==> src/hw/phy_rst_params.svh <==
// constants for the transceiver reset and energy-detect block
// assumes a 10 MHz system clock shared by both ends
`ifndef PHY_RST_PARAMS_SVH
`define PHY_RST_PARAMS_SVH

`define CLK_PERIOD_NS 100
// management register offsets
`define BASIC_MODE_CONTROL_ADDR 5'h00
`define ENERGY_DETECT_CONTROL_ADDR 5'h1D
// field positions
`define SOFT_RESET_BIT 15
`define ED_ENABLE_BIT 15
`define ED_LOW_POWER_BIT 8
`define ED_WAKE_BIT 9
// reset values and timeout read data
`define BASIC_MODE_CONTROL_RESET 16'h0000
`define ENERGY_DETECT_CONTROL_RESET 16'h0000
`define TIMEOUT_READ_DATA 16'hFFFF
// software reset takes about 1 us
`define SOFT_RESET_NS 1000
`define SOFT_RESET_CYCLES (`SOFT_RESET_NS / `CLK_PERIOD_NS)
// hardware reset pulse, least time
`define HW_RESET_MIN_NS 1000
`define HW_RESET_MIN_CYCLES ((`HW_RESET_MIN_NS + `CLK_PERIOD_NS - 1) / `CLK_PERIOD_NS)
// quiet time on the management port after a reset, least time
`define MGMT_WAIT_NS 3000
`define MGMT_WAIT_CYCLES ((`MGMT_WAIT_NS + `CLK_PERIOD_NS - 1) / `CLK_PERIOD_NS)
// internal power-on reset length
`define POR_CYCLES 10
// energy-detect timing defaults and the host ack timeout
`define ED_IDLE_CYCLES 200
`define ED_PULSE_PERIOD_CYCLES 100
`define ED_PULSE_LEN_CYCLES 2
`define ED_WAKE_CYCLES 20
`define ACK_TIMEOUT_CYCLES 8

`endif

==> src/hw/phy_rst_pkg.sv <==
// types shared by both ends of the transceiver reset link
// assumes phy_rst_params.svh carries the numbers
package phy_rst_pkg;

  typedef enum logic [2:0] {
    rs_hard = 3'b001,
    rs_run  = 3'b010,
    rs_soft = 3'b100
  } rst_state_t;

  typedef enum logic [2:0] {
    ed_active = 3'b001,
    ed_low    = 3'b010,
    ed_wake   = 3'b100
  } ed_state_t;

  typedef enum logic [3:0] {
    h_idle    = 4'b0001,
    h_wait    = 4'b0010,
    h_reset   = 4'b0100,
    h_holdoff = 4'b1000
  } host_state_t;

  typedef logic [4:0] mgmt_addr_t;
  typedef logic [15:0] mgmt_data_t;

endpackage

==> src/hw/phy_link_if.sv <==
// link between management controller and transceiver
// assumes both ends run on the same clock
`timescale 1ns/1ps
interface phy_link_if;
  logic reset_n;
  logic mgmt_req;
  logic mgmt_we;
  phy_rst_pkg::mgmt_addr_t mgmt_addr;
  phy_rst_pkg::mgmt_data_t mgmt_wdata;
  logic mgmt_ack;
  phy_rst_pkg::mgmt_data_t mgmt_rdata;

  modport dev (
    input reset_n,
    input mgmt_req,
    input mgmt_we,
    input mgmt_addr,
    input mgmt_wdata,
    output mgmt_ack,
    output mgmt_rdata
  );

  modport host (
    output reset_n,
    output mgmt_req,
    output mgmt_we,
    output mgmt_addr,
    output mgmt_wdata,
    input mgmt_ack,
    input mgmt_rdata
  );
endinterface

==> src/hw/phy_reset_and_energy_detect.sv <==
// transceiver end: reset sequencing, management registers, energy detect
// assumes host logic on the same clock drives the link; line and straps are pins
`timescale 1ns/1ps
`include "phy_rst_params.svh"

// Notes on behaviour
// idle enabled line keeps device in low power
// line activity wakes device through power-up
// low power periodically pulses transmitter enable
// energy detect configured at register 0x1D
// internal power-on reset needs no pin
// host holds reset pin low one microsecond
// pin reset restores defaults, recaptures straps
// control bit 15 starts one microsecond reset
// software reset keeps latched straps
// host waits three microseconds after reset
// reference clock 25 or 50 MHz; the model clocks both ends at 10 MHz
// software reset bit clears itself
module phy_reset_and_energy_detect #(
  parameter int STRAP_W = 4,
  parameter logic [15:0] ED_IDLE = 16'(`ED_IDLE_CYCLES),
  parameter logic [15:0] ED_PERIOD = 16'(`ED_PULSE_PERIOD_CYCLES),
  parameter logic [15:0] ED_PULSE = 16'(`ED_PULSE_LEN_CYCLES),
  parameter logic [15:0] ED_WAKE = 16'(`ED_WAKE_CYCLES)
) (
  input wire logic clk,
  input wire logic rst,
  phy_link_if.dev lnk,
  input wire logic line_activity,
  input wire logic [STRAP_W-1:0] strap_in,
  output logic low_power,
  output logic ed_tx_en,
  output logic [STRAP_W-1:0] strap_latched,
  output logic in_reset
);
  import phy_rst_pkg::*;

  // ************************************************
  // pin synchronisers
  // ************************************************
  logic [2:0] act_s_r, act_s_nxt;
  logic act_r, act_nxt;
  logic [STRAP_W-1:0] st_s1_r, st_s2_r, st_s3_r;
  logic [STRAP_W-1:0] st_s1_nxt, st_s2_nxt, st_s3_nxt;
  logic [STRAP_W-1:0] st_r, st_nxt;

  always_comb begin
    act_s_nxt = {act_s_r[1:0], line_activity};
    act_nxt = act_r;
    // a change counts only once the second and third stages agree
    if (act_s_r[1] == act_s_r[2]) begin
      act_nxt = act_s_r[2];
    end
    st_s1_nxt = strap_in;
    st_s2_nxt = st_s1_r;
    st_s3_nxt = st_s2_r;
    st_nxt = st_r;
    if (st_s2_r == st_s3_r) begin
      st_nxt = st_s3_r;
    end
  end

  always_ff @(posedge clk) begin
    if (rst) begin
      act_s_r <= 3'h0;
      act_r <= 1'b0;
      st_s1_r <= '0;
      st_s2_r <= '0;
      st_s3_r <= '0;
      st_r <= '0;
    end else begin
      act_s_r <= act_s_nxt;
      act_r <= act_nxt;
      st_s1_r <= st_s1_nxt;
      st_s2_r <= st_s2_nxt;
      st_s3_r <= st_s3_nxt;
      st_r <= st_nxt;
    end
  end

  // ************************************************
  // reset sequencer
  // ************************************************
  rst_state_t rs_r, rs_nxt;
  logic [7:0] rcnt_r, rcnt_nxt;
  logic [STRAP_W-1:0] strap_r, strap_nxt;
  logic in_reset_r, in_reset_nxt;
  logic soft_start;

  function automatic logic addr_is(input mgmt_addr_t a, input mgmt_addr_t ref_a);
    addr_is = (a == ref_a);
  endfunction

  assign soft_start = lnk.mgmt_req && lnk.mgmt_we && lnk.mgmt_wdata[`SOFT_RESET_BIT]
                      && addr_is(lnk.mgmt_addr, `BASIC_MODE_CONTROL_ADDR);

  always_comb begin
    rs_nxt = rs_r;
    rcnt_nxt = rcnt_r;
    strap_nxt = strap_r;
    case (rs_r)
      rs_hard: begin
        if (!lnk.reset_n) begin
          rcnt_nxt = 8'(`POR_CYCLES);
        end else if (rcnt_r == 8'h00) begin
          rs_nxt = rs_run;
          strap_nxt = st_r;
        end else begin
          rcnt_nxt = rcnt_r - 8'h01;
        end
      end
      rs_run: begin
        if (!lnk.reset_n) begin
          rs_nxt = rs_hard;
          rcnt_nxt = 8'(`POR_CYCLES);
        end else if (soft_start) begin
          rs_nxt = rs_soft;
          rcnt_nxt = 8'(`SOFT_RESET_CYCLES - 1);
        end
      end
      rs_soft: begin
        if (!lnk.reset_n) begin
          rs_nxt = rs_hard;
          rcnt_nxt = 8'(`POR_CYCLES);
        end else if (rcnt_r == 8'h00) begin
          rs_nxt = rs_run;
        end else begin
          rcnt_nxt = rcnt_r - 8'h01;
        end
      end
      default: begin
        rs_nxt = rs_hard;
        rcnt_nxt = 8'(`POR_CYCLES);
      end
    endcase
    in_reset_nxt = (rs_nxt != rs_run);
  end

  // straps are left alone by the soft path so a driver reset keeps the mode
  always_ff @(posedge clk) begin
    if (rst) begin
      rs_r <= rs_hard;
      rcnt_r <= 8'(`POR_CYCLES);
      strap_r <= '0;
      in_reset_r <= 1'b1;
    end else begin
      rs_r <= rs_nxt;
      rcnt_r <= rcnt_nxt;
      strap_r <= strap_nxt;
      in_reset_r <= in_reset_nxt;
    end
  end

  // ************************************************
  // management registers
  // ************************************************
  logic [15:0] bmc_r, bmc_nxt;
  logic [15:0] edc_r, edc_nxt;
  logic ack_r, ack_nxt;
  logic [15:0] rdata_r, rdata_nxt;
  ed_state_t ed_r, ed_nxt;
  logic ed_wake_seen_r, ed_wake_seen_nxt;

  function automatic logic [15:0] reg_read(input mgmt_addr_t a, input logic [15:0] bmc,
                                           input logic [15:0] edc, input logic lp, input logic wk);
    logic [15:0] v;
    v = 16'h0000;
    if (addr_is(a, `BASIC_MODE_CONTROL_ADDR)) begin
      v = bmc;
      v[`SOFT_RESET_BIT] = 1'b0;
    end else if (addr_is(a, `ENERGY_DETECT_CONTROL_ADDR)) begin
      v = edc;
      v[`ED_LOW_POWER_BIT] = lp;
      v[`ED_WAKE_BIT] = wk;
    end
    reg_read = v;
  endfunction

  always_comb begin
    bmc_nxt = bmc_r;
    edc_nxt = edc_r;
    ed_wake_seen_nxt = ed_wake_seen_r;
    ack_nxt = 1'b0;
    rdata_nxt = rdata_r;
    if (rs_r != rs_run) begin
      // both reset kinds return every register to its default
      bmc_nxt = `BASIC_MODE_CONTROL_RESET;
      edc_nxt = `ENERGY_DETECT_CONTROL_RESET;
      ed_wake_seen_nxt = 1'b0;
    end else begin
      if (ed_r == ed_low && ed_nxt == ed_wake) begin
        ed_wake_seen_nxt = 1'b1;
      end
      if (lnk.mgmt_req) begin
        ack_nxt = 1'b1;
        rdata_nxt = reg_read(lnk.mgmt_addr, bmc_r, edc_r, ed_r == ed_low, ed_wake_seen_r);
        if (lnk.mgmt_we) begin
          if (addr_is(lnk.mgmt_addr, `BASIC_MODE_CONTROL_ADDR)) begin
            bmc_nxt = lnk.mgmt_wdata;
          end else if (addr_is(lnk.mgmt_addr, `ENERGY_DETECT_CONTROL_ADDR)) begin
            edc_nxt = lnk.mgmt_wdata;
          end
        end else if (addr_is(lnk.mgmt_addr, `ENERGY_DETECT_CONTROL_ADDR)) begin
          // wake flag clears on read; a wake in the same cycle still sets it
          ed_wake_seen_nxt = (ed_r == ed_low && ed_nxt == ed_wake);
        end
      end
    end
  end

  always_ff @(posedge clk) begin
    if (rst) begin
      bmc_r <= `BASIC_MODE_CONTROL_RESET;
      edc_r <= `ENERGY_DETECT_CONTROL_RESET;
      ed_wake_seen_r <= 1'b0;
      ack_r <= 1'b0;
      rdata_r <= 16'h0000;
    end else begin
      bmc_r <= bmc_nxt;
      edc_r <= edc_nxt;
      ed_wake_seen_r <= ed_wake_seen_nxt;
      ack_r <= ack_nxt;
      rdata_r <= rdata_nxt;
    end
  end

  // ************************************************
  // energy detect
  // ************************************************
  logic [15:0] ecnt_r, ecnt_nxt;
  logic lp_r, lp_nxt;
  logic tx_r, tx_nxt;
  logic ed_en;

  assign ed_en = edc_r[`ED_ENABLE_BIT];

  always_comb begin
    ed_nxt = ed_r;
    ecnt_nxt = ecnt_r;
    if (rs_r != rs_run) begin
      ed_nxt = ed_active;
      ecnt_nxt = ED_IDLE;
    end else begin
      case (ed_r)
        ed_active: begin
          if (!ed_en || act_r) begin
            ecnt_nxt = ED_IDLE;
          end else if (ecnt_r == 16'h0000) begin
            ed_nxt = ed_low;
            ecnt_nxt = ED_PERIOD;
          end else begin
            ecnt_nxt = ecnt_r - 16'h0001;
          end
        end
        ed_low: begin
          if (act_r) begin
            ed_nxt = ed_wake;
            ecnt_nxt = ED_WAKE;
          end else if (!ed_en) begin
            ed_nxt = ed_active;
            ecnt_nxt = ED_IDLE;
          end else if (ecnt_r == 16'h0000) begin
            ecnt_nxt = ED_PERIOD;
          end else begin
            ecnt_nxt = ecnt_r - 16'h0001;
          end
        end
        ed_wake: begin
          if (ecnt_r == 16'h0000) begin
            ed_nxt = ed_active;
            ecnt_nxt = ED_IDLE;
          end else begin
            ecnt_nxt = ecnt_r - 16'h0001;
          end
        end
        default: begin
          ed_nxt = ed_active;
          ecnt_nxt = ED_IDLE;
        end
      endcase
    end
    lp_nxt = (ed_nxt == ed_low);
    // transmitter is switched on only for the tail of each period
    tx_nxt = (ed_nxt == ed_low) && (ecnt_nxt < ED_PULSE);
  end

  always_ff @(posedge clk) begin
    if (rst) begin
      ed_r <= ed_active;
      ecnt_r <= ED_IDLE;
      lp_r <= 1'b0;
      tx_r <= 1'b0;
    end else begin
      ed_r <= ed_nxt;
      ecnt_r <= ecnt_nxt;
      lp_r <= lp_nxt;
      tx_r <= tx_nxt;
    end
  end

  assign lnk.mgmt_ack = ack_r;
  assign lnk.mgmt_rdata = rdata_r;
  assign low_power = lp_r;
  assign ed_tx_en = tx_r;
  assign strap_latched = strap_r;
  assign in_reset = in_reset_r;

endmodule

==> src/flat_wrapper.sv <==
// flat-port wrapper written by rule: the top's interface ports become plain ports
module phy_reset_and_energy_detect_flat import phy_rst_pkg::*;
#(
  parameter int STRAP_W = 4,
  parameter logic [15:0] ED_IDLE = 16'(`ED_IDLE_CYCLES),
  parameter logic [15:0] ED_PERIOD = 16'(`ED_PULSE_PERIOD_CYCLES),
  parameter logic [15:0] ED_PULSE = 16'(`ED_PULSE_LEN_CYCLES),
  parameter logic [15:0] ED_WAKE = 16'(`ED_WAKE_CYCLES)
)
  (clk, rst, line_activity, strap_in, low_power, ed_tx_en, strap_latched, in_reset, lnk_reset_n, lnk_mgmt_req, lnk_mgmt_we, lnk_mgmt_addr, lnk_mgmt_wdata, lnk_mgmt_ack, lnk_mgmt_rdata);
  phy_link_if lnk_i ();
  input wire logic clk;
  input wire logic rst;
  input wire logic line_activity;
  input wire logic [STRAP_W-1:0] strap_in;
  output logic low_power;
  output logic ed_tx_en;
  output logic [STRAP_W-1:0] strap_latched;
  output logic in_reset;
  input wire logic [$bits(lnk_i.reset_n)-1:0] lnk_reset_n;
  input wire logic [$bits(lnk_i.mgmt_req)-1:0] lnk_mgmt_req;
  input wire logic [$bits(lnk_i.mgmt_we)-1:0] lnk_mgmt_we;
  input wire logic [$bits(lnk_i.mgmt_addr)-1:0] lnk_mgmt_addr;
  input wire logic [$bits(lnk_i.mgmt_wdata)-1:0] lnk_mgmt_wdata;
  output wire logic [$bits(lnk_i.mgmt_ack)-1:0] lnk_mgmt_ack;
  output wire logic [$bits(lnk_i.mgmt_rdata)-1:0] lnk_mgmt_rdata;
  assign lnk_i.reset_n = lnk_reset_n;
  assign lnk_i.mgmt_req = lnk_mgmt_req;
  assign lnk_i.mgmt_we = lnk_mgmt_we;
  assign lnk_i.mgmt_addr = lnk_mgmt_addr;
  assign lnk_i.mgmt_wdata = lnk_mgmt_wdata;
  assign lnk_mgmt_ack = lnk_i.mgmt_ack;
  assign lnk_mgmt_rdata = lnk_i.mgmt_rdata;
  phy_reset_and_energy_detect #(.STRAP_W(STRAP_W), .ED_IDLE(ED_IDLE), .ED_PERIOD(ED_PERIOD), .ED_PULSE(ED_PULSE), .ED_WAKE(ED_WAKE)) u_core (.clk(clk), .rst(rst), .lnk(lnk_i), .line_activity(line_activity), .strap_in(strap_in), .low_power(low_power), .ed_tx_en(ed_tx_en), .strap_latched(strap_latched), .in_reset(in_reset));
endmodule
==> config.mk <==
export PLATFORM = sky130hd
export DESIGN_NAME = phy_reset_and_energy_detect_flat
export DESIGN_NICKNAME = d
export VERILOG_FILES = /design/src/hw/phy_rst_pkg.sv /design/src/hw/phy_link_if.sv /design/src/hw/phy_reset_and_energy_detect.sv /design/src/flat_wrapper.sv
export VERILOG_INCLUDE_DIRS = /design/src /design/src/hw
export SDC_FILE = /design/constraint.sdc
export NUM_CORES = 1
export LEC_CHECK = 0
export ABC_AREA = 1
export BUFFER_PORTS_ARGS = -buffer_cell sky130_fd_sc_hd__buf_4
export CORE_UTILIZATION = 58
export CTS_CLUSTER_SIZE = 16
export DETAILED_ROUTE_END_ITERATION = 10
export MAX_ROUTING_LAYER = met4
export PLACE_DENSITY_LB_ADDON = 0.15
export SETUP_SLACK_MARGIN = 0.05
export SLEW_MARGIN = 20
export SYNTH_ARGS = -nofsm -noshare
export SYNTH_HDL_FRONTEND = slang
export SYNTH_SLANG_ARGS = --single-unit
==> constraint.sdc <==
create_clock -name clk -period 2 [get_ports clk]
set_input_delay 0.3 -clock clk [delete_from_list [all_inputs] [get_ports clk]]
set_output_delay 0.3 -clock clk [all_outputs]
set_load 0.03 [all_outputs]
Word level (Yosys, flattened, before mapping)
Index checks and enable logic that the tools add are counted.
Operators by class
  $add $sub $neg: 2
  multipliers: 0
  div/mod/pow operators: 0
  magnitude comparators: 1
  equal/unequal tests: 15
  shift-type cells: 0
  muxes and demuxes: 32
  bitwise operators: 2
  reductions and logical operators: 17
Operator list (number)
  16-bit two-way mux: 8
  16-bit case mux with 3 select lines: 1
  3-bit two-way mux: 11
  8-bit two-way mux: 4
  3-bit case mux with 3 select lines: 2
  16-bit zero test: 1
  16-bit by 2-bit < comparator with 1-bit output, second input constant: 1
  8-bit case mux with 2 select lines: 1
  16-bit by 1-bit subtractor with 16-bit output, second input constant: 1
  3-bit by 2-bit == test with 1-bit output, second input constant: 3
  3-bit == test, second input constant: 3
  3-bit by 2-bit != test with 1-bit output, second input constant: 3
  8-bit zero test: 1
  8-bit by 1-bit subtractor with 8-bit output, second input constant: 1
  3-bit by 1-bit == test with 1-bit output, second input constant: 2
  3-bit AND reduction: 2
  5-bit == test, second input constant: 1
  1-bit logical AND: 5
  5-bit zero test: 1
  1-bit two-way mux: 5
  4-bit == test: 1
  2-bit AND reduction: 2
  4-bit AND reduction: 1
  2-bit OR reduction: 2
  5 further kinds: 6
Storage, ports and cells
  bits in registers: 106
  bits in latches: 0
  RAM bits: 0
  bits in read-only memories: 0
  input port bits: 31
  word-level logic and storage cells: 88
  memories kept: 0

Depth between registers and ports, before layout
Gate-level depths: netlist (run 1).
  depth in word-level cells: 11
  gate-level depth with buffers: 13
  depth with buffers taken out: 13

Worst setup path after synthesis (run 1)
No wires, ideal clock.
  kind: flip-flop to flip-flop
  from: register u_core.ecnt_r[0]
  to: register u_core.tx_r, in the netlist u_core.ed_tx_en
  arrival: 1.464 ns
  data required time: 1.890 ns
  setup slack: 0.425 ns
  stages on the path, launching flop included: 13
  path through: dfxtp_1 -> inv_1 -> ha_1 -> nand2_2 -> nor2_8 -> nand2_4 -> nand2_1 -> nor2_1 -> nand3_1 -> nand3_1 -> nor2_1 -> nand2_1 -> nor2_1
On the way
  longest elaborated chain between the ends: 8
RTL lines
  start: declaration: RTL line phy_reset_and_energy_detect.sv:230  | logic [15:0] ecnt_r, ecnt_nxt;
  start signal: assignment: RTL line phy_reset_and_energy_detect.sv:295  | ecnt_r <= ecnt_nxt;
  16-bit by 1-bit subtractor with 16-bit output or 16-bit zero test (tied branches)
  16-bit two-way mux: RTL line phy_reset_and_energy_detect.sv:248, phy_reset_and_energy_detect.sv:262
  16-bit two-way mux: RTL line phy_reset_and_energy_detect.sv:259  | end else if (!ed_en) begin
  16-bit two-way mux: RTL line phy_reset_and_energy_detect.sv:256  | if (act_r) begin
  16-bit case mux with 3 select lines: RTL line phy_reset_and_energy_detect.sv:244  | case (ed_r)
  16-bit two-way mux: RTL line phy_reset_and_energy_detect.sv:240  | if (rs_r != rs_run) begin
  16-bit by 2-bit < comparator with 1-bit output: RTL line phy_reset_and_energy_detect.sv:284  | tx_nxt = (ed_nxt == ed_low) && (ecnt_nxt < ED_PULSE);
  1-bit logical AND *: RTL line phy_reset_and_energy_detect.sv:284
  end signal: assignment: RTL line phy_reset_and_energy_detect.sv:297  | tx_r <= tx_nxt;
  end: declaration: RTL line phy_reset_and_energy_detect.sv:232  | logic tx_r, tx_nxt;
Mark *: on every way between the ends. The rest lies on a longest branch, timed or not.
A chain may end at the register's enable or synchronous reset.

Final worst setup path (run 1)
  from: register u_core.rs_r[1]
  to: register u_core.rcnt_r[1]
On the way
  longest elaborated chain between the ends: 4
RTL lines
  start: declaration: RTL line phy_reset_and_energy_detect.sv:84  | rst_state_t rs_r, rs_nxt;
  start signal: assignment: RTL line phy_reset_and_energy_detect.sv:142  | rs_r <= rs_hard;
  start signal: assignment: RTL line phy_reset_and_energy_detect.sv:147  | rs_r <= rs_nxt;
  3-bit by 1-bit == test with 1-bit output or 3-bit == test (tied branches): RTL line phy_reset_and_energy_detect.sv:101  | case (rs_r)
  2-bit OR reduction (no line)
  3-bit != test (no line)
  2-bit AND reduction (no line)
  end signal: assignment: RTL line phy_reset_and_energy_detect.sv:143  | rcnt_r <= 8'(`POR_CYCLES);
  end signal: assignment: RTL line phy_reset_and_energy_detect.sv:148  | rcnt_r <= rcnt_nxt;
  end: declaration: RTL line phy_reset_and_energy_detect.sv:85  | logic [7:0] rcnt_r, rcnt_nxt;
Parallel ways exist; a longest one is shown, timed or not.

==> metrics.log, run 1 <==
[metrics] wire length of the first global-routing pass: ~17000 um
[metrics] area of the die: slightly above 0.008 mm2
[metrics] clock root buffer: clkbuf_8
[metrics] detailed-route DRC error count: 0
[metrics] cell type contributing the most total cell area after synthesis: dfxtp_1
[metrics] Mapped Nets: approximately 660
[metrics] final sum of negative setup slack: 0 ps
[metrics] Final Cycle Share: 88.4%
[metrics] DIE HEIGHT: 90.3 um
[metrics] non-filler cells in the finished layout: 781
[metrics] syn_area_per_cell: 7.28 um2
[metrics] routing usage on met2: 43.4%
[metrics] Total Nets Final: 711
[metrics] clock transition time at the flip-flop clock pins of the worst setup and hold paths: 100 ps
[metrics] share of post-route cells with drive strength above 1: 15.8%
[metrics] total count of hold-check failures in the final report: 0
[metrics] number of pins with negative max-slew slack in the final report: 0
[metrics] last weighted congestion value of the routability-driven placer: 0.948
[metrics] Max H-tree Level: 3
[metrics] I/O pin count: 55
[metrics] aggregate global routing overflow: 0
[metrics] number of antenna repair diodes: 0
[metrics] max-cap violation count: 0
[metrics] critical path cell sequence: inv_1 > nor3_4 > buf_4 > nand2_1 > a21oi_1 > a21oi_2 > buf_4 > o21ai_0 > o211ai_1
[metrics] clock latency on the worst-skew pair: 370 ps
[metrics] start point of the critical path: u_core.rs_r[1]
[metrics] utilization of the core after routing: 71.3%
[metrics] run status: finished, final reports clean
[metrics] data arrival at the endpoint of the critical path: 1990 ps
[metrics] wire per inst: 12.7 um
[metrics] total number of placement rows: 31
[metrics] residual antenna-violating net count after detailed routing: 0
[metrics] worst setup path class: register to register
[metrics] Cells after Synth: 622
[metrics] count of final setup violators: 0
[metrics] Syn. warnings: 0
[metrics] register-to-register setup slack: 230 ps
[metrics] Total Routed Length: 9950 um
[metrics] RSZ-0062 raised after global routing: no
[metrics] maximum number of pins on one net before global-route repair: 30
[metrics] die width: 90.3 um
[metrics] FF-to-FF Start: u_core.rs_r[1]
[metrics] Tot Pwr: 3.74 mW
[metrics] vias in the first global route: slightly below 4000
[metrics] effective utilization at floorplan: around three fifths
[metrics] sort of element at the start of the critical path: register
[metrics] detailed placer's ending HPWL: between 6000 and 7000 um
[metrics] EDFF count, synth: 0
[metrics] area of the mapped netlist: 0.00453 mm2
[metrics] final setup margin: about 230 ps
[metrics] placed instance count: between 700 and 800
[metrics] number of iterations in the first detailed-routing pass: 5
[metrics] Global Route met3 Usage: slightly below 5%
[metrics] cells on worst reg2reg path: 9
[metrics] cell occurring most often along the worst timing path: buf_4
[metrics] maximum ir drop on the vdd rail: roughly 570 uV
[metrics] Yosys top cell area share: about 46%
[metrics] count of buffers inserted at the top-level ports: 54
[metrics] kind of cell adding the most delay to the critical path: compound AO/OA/AOI/OAI gates
[metrics] end of the critical path: u_core.rcnt_r[1]
[metrics] clock tree from TritonCTS: yes
[metrics] minimum clock period after layout: 1770 ps
[metrics] maximum fanout along the worst path: 13
[metrics] Post-CTS Hold Buffers: 0
[metrics] most common cell after layout, fill and taps aside: dfxtp_1
[metrics] worst-case clock skew: 9.22 ps
[metrics] routed via count divided by cell count: 5.18
[metrics] number of storage elements in the synthesis netlist: 104
[metrics] number of DRC markers after the initial detailed-route iteration: 265
[metrics] placeable core area: approximately 0.0074 mm2
[metrics] antenna violations before repair: 0
[metrics] top library cells by usage in the layout, fill and taps aside: 104 x dfxtp_1, 102 x nand2_1, 91 x inv_1, 73 x nor2_1, 64 x o21ai_0
[metrics] growth of design area from synthesis to finish: 16.8%
[metrics] post-synthesis sequential area ratio: 46.0%
[metrics] Synth cell types: 36
[metrics] total number of vias: 4048
[metrics] endpoint kind of the worst setup timing path: register
[metrics] global routing usage on met1: between 30% and 40%
[metrics] Slowest-stage cell, CP: dfxtp_1
[metrics] buffers and inverters on the worst path: 3
[metrics] worst stage delay on the critical path: 380 ps
[metrics] leading cell types by total area after synthesis: dfxtp_1 46%, nand2_1 8.5%, inv_1 7.6%, o21ai_0 7.1%, nor2_1 6.1%
[metrics] most used routing layer: met2
[metrics] PwrDens: 708 mW/mm2
[metrics] Sinks on Clock Net: 104
[metrics] required arrival time at the worst endpoint: 2230 ps
[metrics] post-synthesis async set-or-reset flop share: 0%
[metrics] FF-to-FF End: u_core.rcnt_r[1]
[metrics] class of the most critical hold timing path: primary input to register
[metrics] Max Freq: 566 MHz
[metrics] CTS max path bufs: 2
[metrics] top_reg_cell synth: dfxtp_1
[metrics] worst slack after detailed placement: 141 ps
[metrics] total CTS buffers: 9
[metrics] Total Routing Usage GR: between 20% and 30%
[metrics] Slew headroom: 55.8%
[metrics] actual slew at the worst max-slew pin: 662 ps
[metrics] Stages on worst setup path: 9
[metrics] standby leakage power: 2.25 nW
## what timing repair did
item                       CTS  global route
gates resized for setup      0             5
setup endpoints to repair    0            13
setup buffers                0             1
## state kept, by name, summed over array words and instances, names as in the netlist
| name | cells |
|---|---|
| u_core.ecnt_r | 16 |
| u_core.lnk.mgmt_rdata | 16 |
| u_core.bmc_r | 15 |
| u_core.edc_r | 14 |
| u_core.rcnt_r | 8 |
| u_core.st_r | 4 |
| u_core.st_s1_r | 4 |
| u_core.st_s2_r | 4 |
| u_core.st_s3_r | 4 |
| u_core.strap_latched | 4 |
| u_core.act_s_r | 3 |
| u_core.ed_r | 3 |
| u_core.rs_r | 3 |
| u_core.act_r | 1 |
| u_core.ed_tx_en | 1 |
| u_core.ed_wake_seen_r | 1 |
| u_core.in_reset | 1 |
| u_core.lnk.mgmt_ack | 1 |
| u_core.low_power | 1 |
## through the flow
| step | instance area [um2] | hold slack, ps |
|---|---|---|
| CTS | 5260 | 122 |
| floorplan | 4530 | 388 |
| global placement | 5030 | 389 |
| detailed placement | 5030 | 398 |
| finish | 5280 | 127 |
| global route | 5280 | 119 |
## layer usage
layer	part of all wire, %	wire [um]
met1	45	4460
met5	0	0
met2	48	4780
met4	1.8	181
met3	5.3	529
## cell usage after synthesis, types with 2 or more instances
cell / n
dfxtp_1: 104
nand2_1: 103
inv_1: 92
nor2_1: 74
o21ai_0: 64
a21oi_1: 49
nand3_1: 35
clkbuf_1: 14
nand4_1: 10
o21ai_1: 10
nor3_1: 9
xor2_1: 8
nor2_2: 6
inv_2: 4
nand2_2: 4
nor2_4: 4
buf_2: 3
ha_1: 3
xnor2_1: 3
a21o_1: 2
buf_4: 2
nand2_4: 2
nand3b_1: 2
o211ai_1: 2
o21bai_1: 2
## area by class of cell
type | count | area [um2]
clock buffer | 9 | 124
sequential | 104 | 2080
inverter | 97 | 364
multi-input combinational | 402 | 2010
tap | 99 | 124
timing repair buffer | 63 | 473
clock inverter | 7 | 103
fill | 630 | 2120
## worst register-to-register path: cells and delay by family (launching register included)
kind / cells / cell delay (ps)
simple gates: 2 / 300
flops: 1 / 380
buf+inv: 3 / 440
compound gates: 4 / 500
## how the worst min path moves through the flow
stage / start / end / slack, ps / cells after the start
4_1_cts: strap_in[2] / u_core.st_s1_r[2] / 120 / 3
3_3_place_gp: u_core.st_s1_r[3] / u_core.st_s2_r[3] / 390 / 2
3_5_place_dp: u_core.st_s1_r[1] / u_core.st_s2_r[1] / 400 / 2
6_report: strap_in[2] / u_core.st_s1_r[2] / 130 / 3
2_1_floorplan: u_core.act_s_r[0] / u_core.act_s_r[1] / 390 / 2
5_1_grt: strap_in[1] / u_core.st_s1_r[1] / 120 / 3
## power breakdown
part | switching [mW] | total (mW) | internal, mW | leakage [nW]
combinational | 0.0873 | 0.159 | 0.0717 | 1.30
sequential | 0.0125 | 2.11 | 2.10 | 0.842
clock | 0.752 | 1.47 | 0.721 | 0.116
## cell families after synthesis
logic type / Yosys count / share of synthesized area (%)
flip-flops: 104 / 46.0
XOR/XNOR: 11 / 2.13
AO/OA/AOI/OAI: 134 / 15.5
buffers and inverters: 116 / 9.87
adder cells (fa/ha/maj): 3 / 0.830
AND/OR/NAND/NOR: 254 / 25.7
Power figures use the tool's default switching activity.
==> inputs of run 2 (changes only) <==
- CORE_UTILIZATION: 58 -> 52
- clock period: 2 -> 1.5 ns (I/O delays scaled with it)
==> run 2 against run 1 <==
Against the previous run: the flow now finishes with violations (negative setup slack); count of clock-buffer cells in the layout rose by 1; worst setup slack got worse by 330 ps; worst hold slack worse by 87 ps; sequential cell count unchanged; critical endpoint is now u_core.ed_tx_en.
==> metrics.log, run 2 (synthesis gave the netlist of run 1 again) <==
[metrics] class of the most critical hold timing path: primary input to register
[metrics] number of antenna repair diodes: 0
[metrics] clock transition time at the flip-flop clock pins of the worst setup and hold paths: 110 ps
[metrics] residual antenna-violating net count after detailed routing: 0
[metrics] max-cap violation count: 0
[metrics] non-filler cells in the finished layout: ~890
[metrics] clock root buffer: clkbuf_8
[metrics] area of the die: 0.00908 mm2
[metrics] DIE HEIGHT: 95.3 um
[metrics] wire per inst: about 15 um
[metrics] required arrival time at the worst endpoint: 1770 ps
[metrics] I/O pin count: 55
[metrics] detailed placer's ending HPWL: 7530 um
[metrics] placeable core area: 0.00830 mm2
[metrics] count of buffers inserted at the top-level ports: 54
[metrics] sort of element at the start of the critical path: register
[metrics] failing checks: negative setup slack
[metrics] Max Freq: between 600 and 700 MHz
[metrics] clock tree from TritonCTS: yes
[metrics] RSZ-0062 raised after global routing: yes
[metrics] vias in the first global route: approximately 4400
[metrics] data arrival at the endpoint of the critical path: 1870 ps
[metrics] number of DRC markers after the initial detailed-route iteration: 232
[metrics] total CTS buffers: 9
[metrics] Hold Worst Slack: about 40 ps
[metrics] Post-CTS Hold Buffers: 0
[metrics] share of post-route cells with drive strength above 1: 42.1%
[metrics] total count of hold-check failures in the final report: 0
[metrics] detailed-route DRC error count: 0
[metrics] launch point of the worst hold path: strap_in[1]
[metrics] Total Routing Usage GR: 27.5%
[metrics] Sinks on Clock Net: 104
[metrics] number of pins with negative max-slew slack in the final report: 0
[metrics] worst-case clock skew: 8.37 ps
[metrics] final sum of negative setup slack: -436 ps
[metrics] Slew headroom: roughly three quarters
[metrics] actual slew at the worst max-slew pin: 371 ps
[metrics] standby leakage power: around 2.9 nW
[metrics] total number of placement rows: 33
[metrics] die width: between 90 and 100 um
[metrics] number of cells traversed by the worst hold path: 3
[metrics] routing usage on met2: 48.1%
[metrics] worst setup path class: register to register
[metrics] maximum number of pins on one net before global-route repair: 29
[metrics] count of final setup violators: 15
[metrics] Total Nets Final: slightly above 800
[metrics] most used routing layer: met2
[metrics] Total Routed Length: 13400 um
[metrics] utilization of the core after routing: 81.3%
[metrics] number of iterations in the first detailed-routing pass: 5
[metrics] run status: finished, violations left
[metrics] top library cells by usage in the layout, fill and taps aside: 133 x buf_4, 90 x dfxtp_1, 80 x inv_1, 79 x nand2_1, 60 x nor2_1
[metrics] start point of the critical path: u_core.ecnt_r[0]
[metrics] final setup margin: -97.0 ps
[metrics] wire length of the first global-routing pass: 18700 um
[metrics] FF-to-FF Start: u_core.ecnt_r[0]
[metrics] number of fillers in the final layout: between 500 and 600
[metrics] endpoint kind of the worst setup timing path: register
[metrics] routed via count divided by cell count: 5.36
[metrics] maximum fanout along the worst path: 7
[metrics] placed instance count: approximately 840
[metrics] total number of vias: 4757
[metrics] Global Route met3 Usage: 6.38%
[metrics] maximum ir drop on the vdd rail: 651 uV
[metrics] Max H-tree Level: 3
[metrics] clock latency on the worst-skew pair: 370 ps
[metrics] most common cell after layout, fill and taps aside: buf_4
[metrics] PwrDens: about 740 mW/mm2
[metrics] growth of design area from synthesis to finish: 49.2%
[metrics] minimum clock period after layout: around 1600 ps
[metrics] last weighted congestion value of the routability-driven placer: 0.895
[metrics] global routing usage on met1: between 30% and 40%
[metrics] effective utilization at floorplan: 54.5%
[metrics] cells on worst reg2reg path: 14
[metrics] aggregate global routing overflow: 0
[metrics] CTS max path bufs: 2
[metrics] Final Cycle Share: 106%
[metrics] antenna violations before repair: 0
## run 2: cell count changes in the layout (fill, tap and decap cells not counted), moves of 18 or more
| cell | before | now |
|---|---|---|
| buf_4 | 63 | 133 |
| buf_6 | 0 | 21 |
| nand2_1 | 102 | 79 |
| o21ai_0 | 64 | 15 |
| o21ai_1 | 10 | 28 |
| o21ai_2 | 0 | 30 |
## run 2: final cells by class
cell class / instances / area, um2 / area share [%]
repair buffers: 163 / 1430 / 21.2
well taps: 105 / 131 / 1.95
clock inverters: 6 / 85.1 / 1.26
flip-flops and latches: 104 / 2100 / 31.2
clock buffers: 10 / 128 / 1.89
multi-input cells: 402 / 2500 / 37.1
inverters: 97 / 369 / 5.47
## run 2: where the power goes
group / total, mW / switching (mW) / internal, mW
clock network: 1.88 / 1.06 / 0.817
registers: 2.81 / 0.0206 / 2.79
logic: 0.288 / 0.157 / 0.131
total: 4.98 / 1.24 / 3.74
## run 2: layer usage
metal,vias to the layer above,share of wire (%)
met5,-,0
met1,2232,40
li1,2306,-
met3,52,4.8
met4,0,3.4
met2,167,52
## run 2: final timing paths
path	to	slack, ps
hold / removal	u_core.st_s1_r[1]	40
setup reg to reg	u_core.ed_tx_en	-100
setup / recovery	u_core.ed_tx_en	-100
hold reg to reg	u_core.st_s2_r[3]	410
## run 2: metrics by stage
stage	cell area, um2	setup slack (ps)	total power [mW]
6_report	6750	-97.0	4.98
5_1_grt	6750	-226	5.13
4_1_cts	6210	-66.3	4.95
3_5_place_dp	5600	-134	3.11
3_3_place_gp	5600	-44.4	3.10
2_1_floorplan	4540	53.7	2.98
## run 2: timing repair
item                                    4_1_cts  5_1_grt
gates resized for setup                      69      161
cloned                                        3        1
pin swaps                                    28       43
setup buffers                                20       14
endpoints found under the setup margin       60       79
## run 2: worst max-delay path: stages (launching register included)
cell      delay (ps)
dfxtp_2          340
inv_4             70
buf_6            100
nand2_4           50
nor2_4           220
buf_4            150
nand2_1           50
nand2_1           80
nand2_2           70
inv_2             40
o21bai_1          70
nand2_1           80
nor2_1            40
nand2_1           80
nor2_1            50
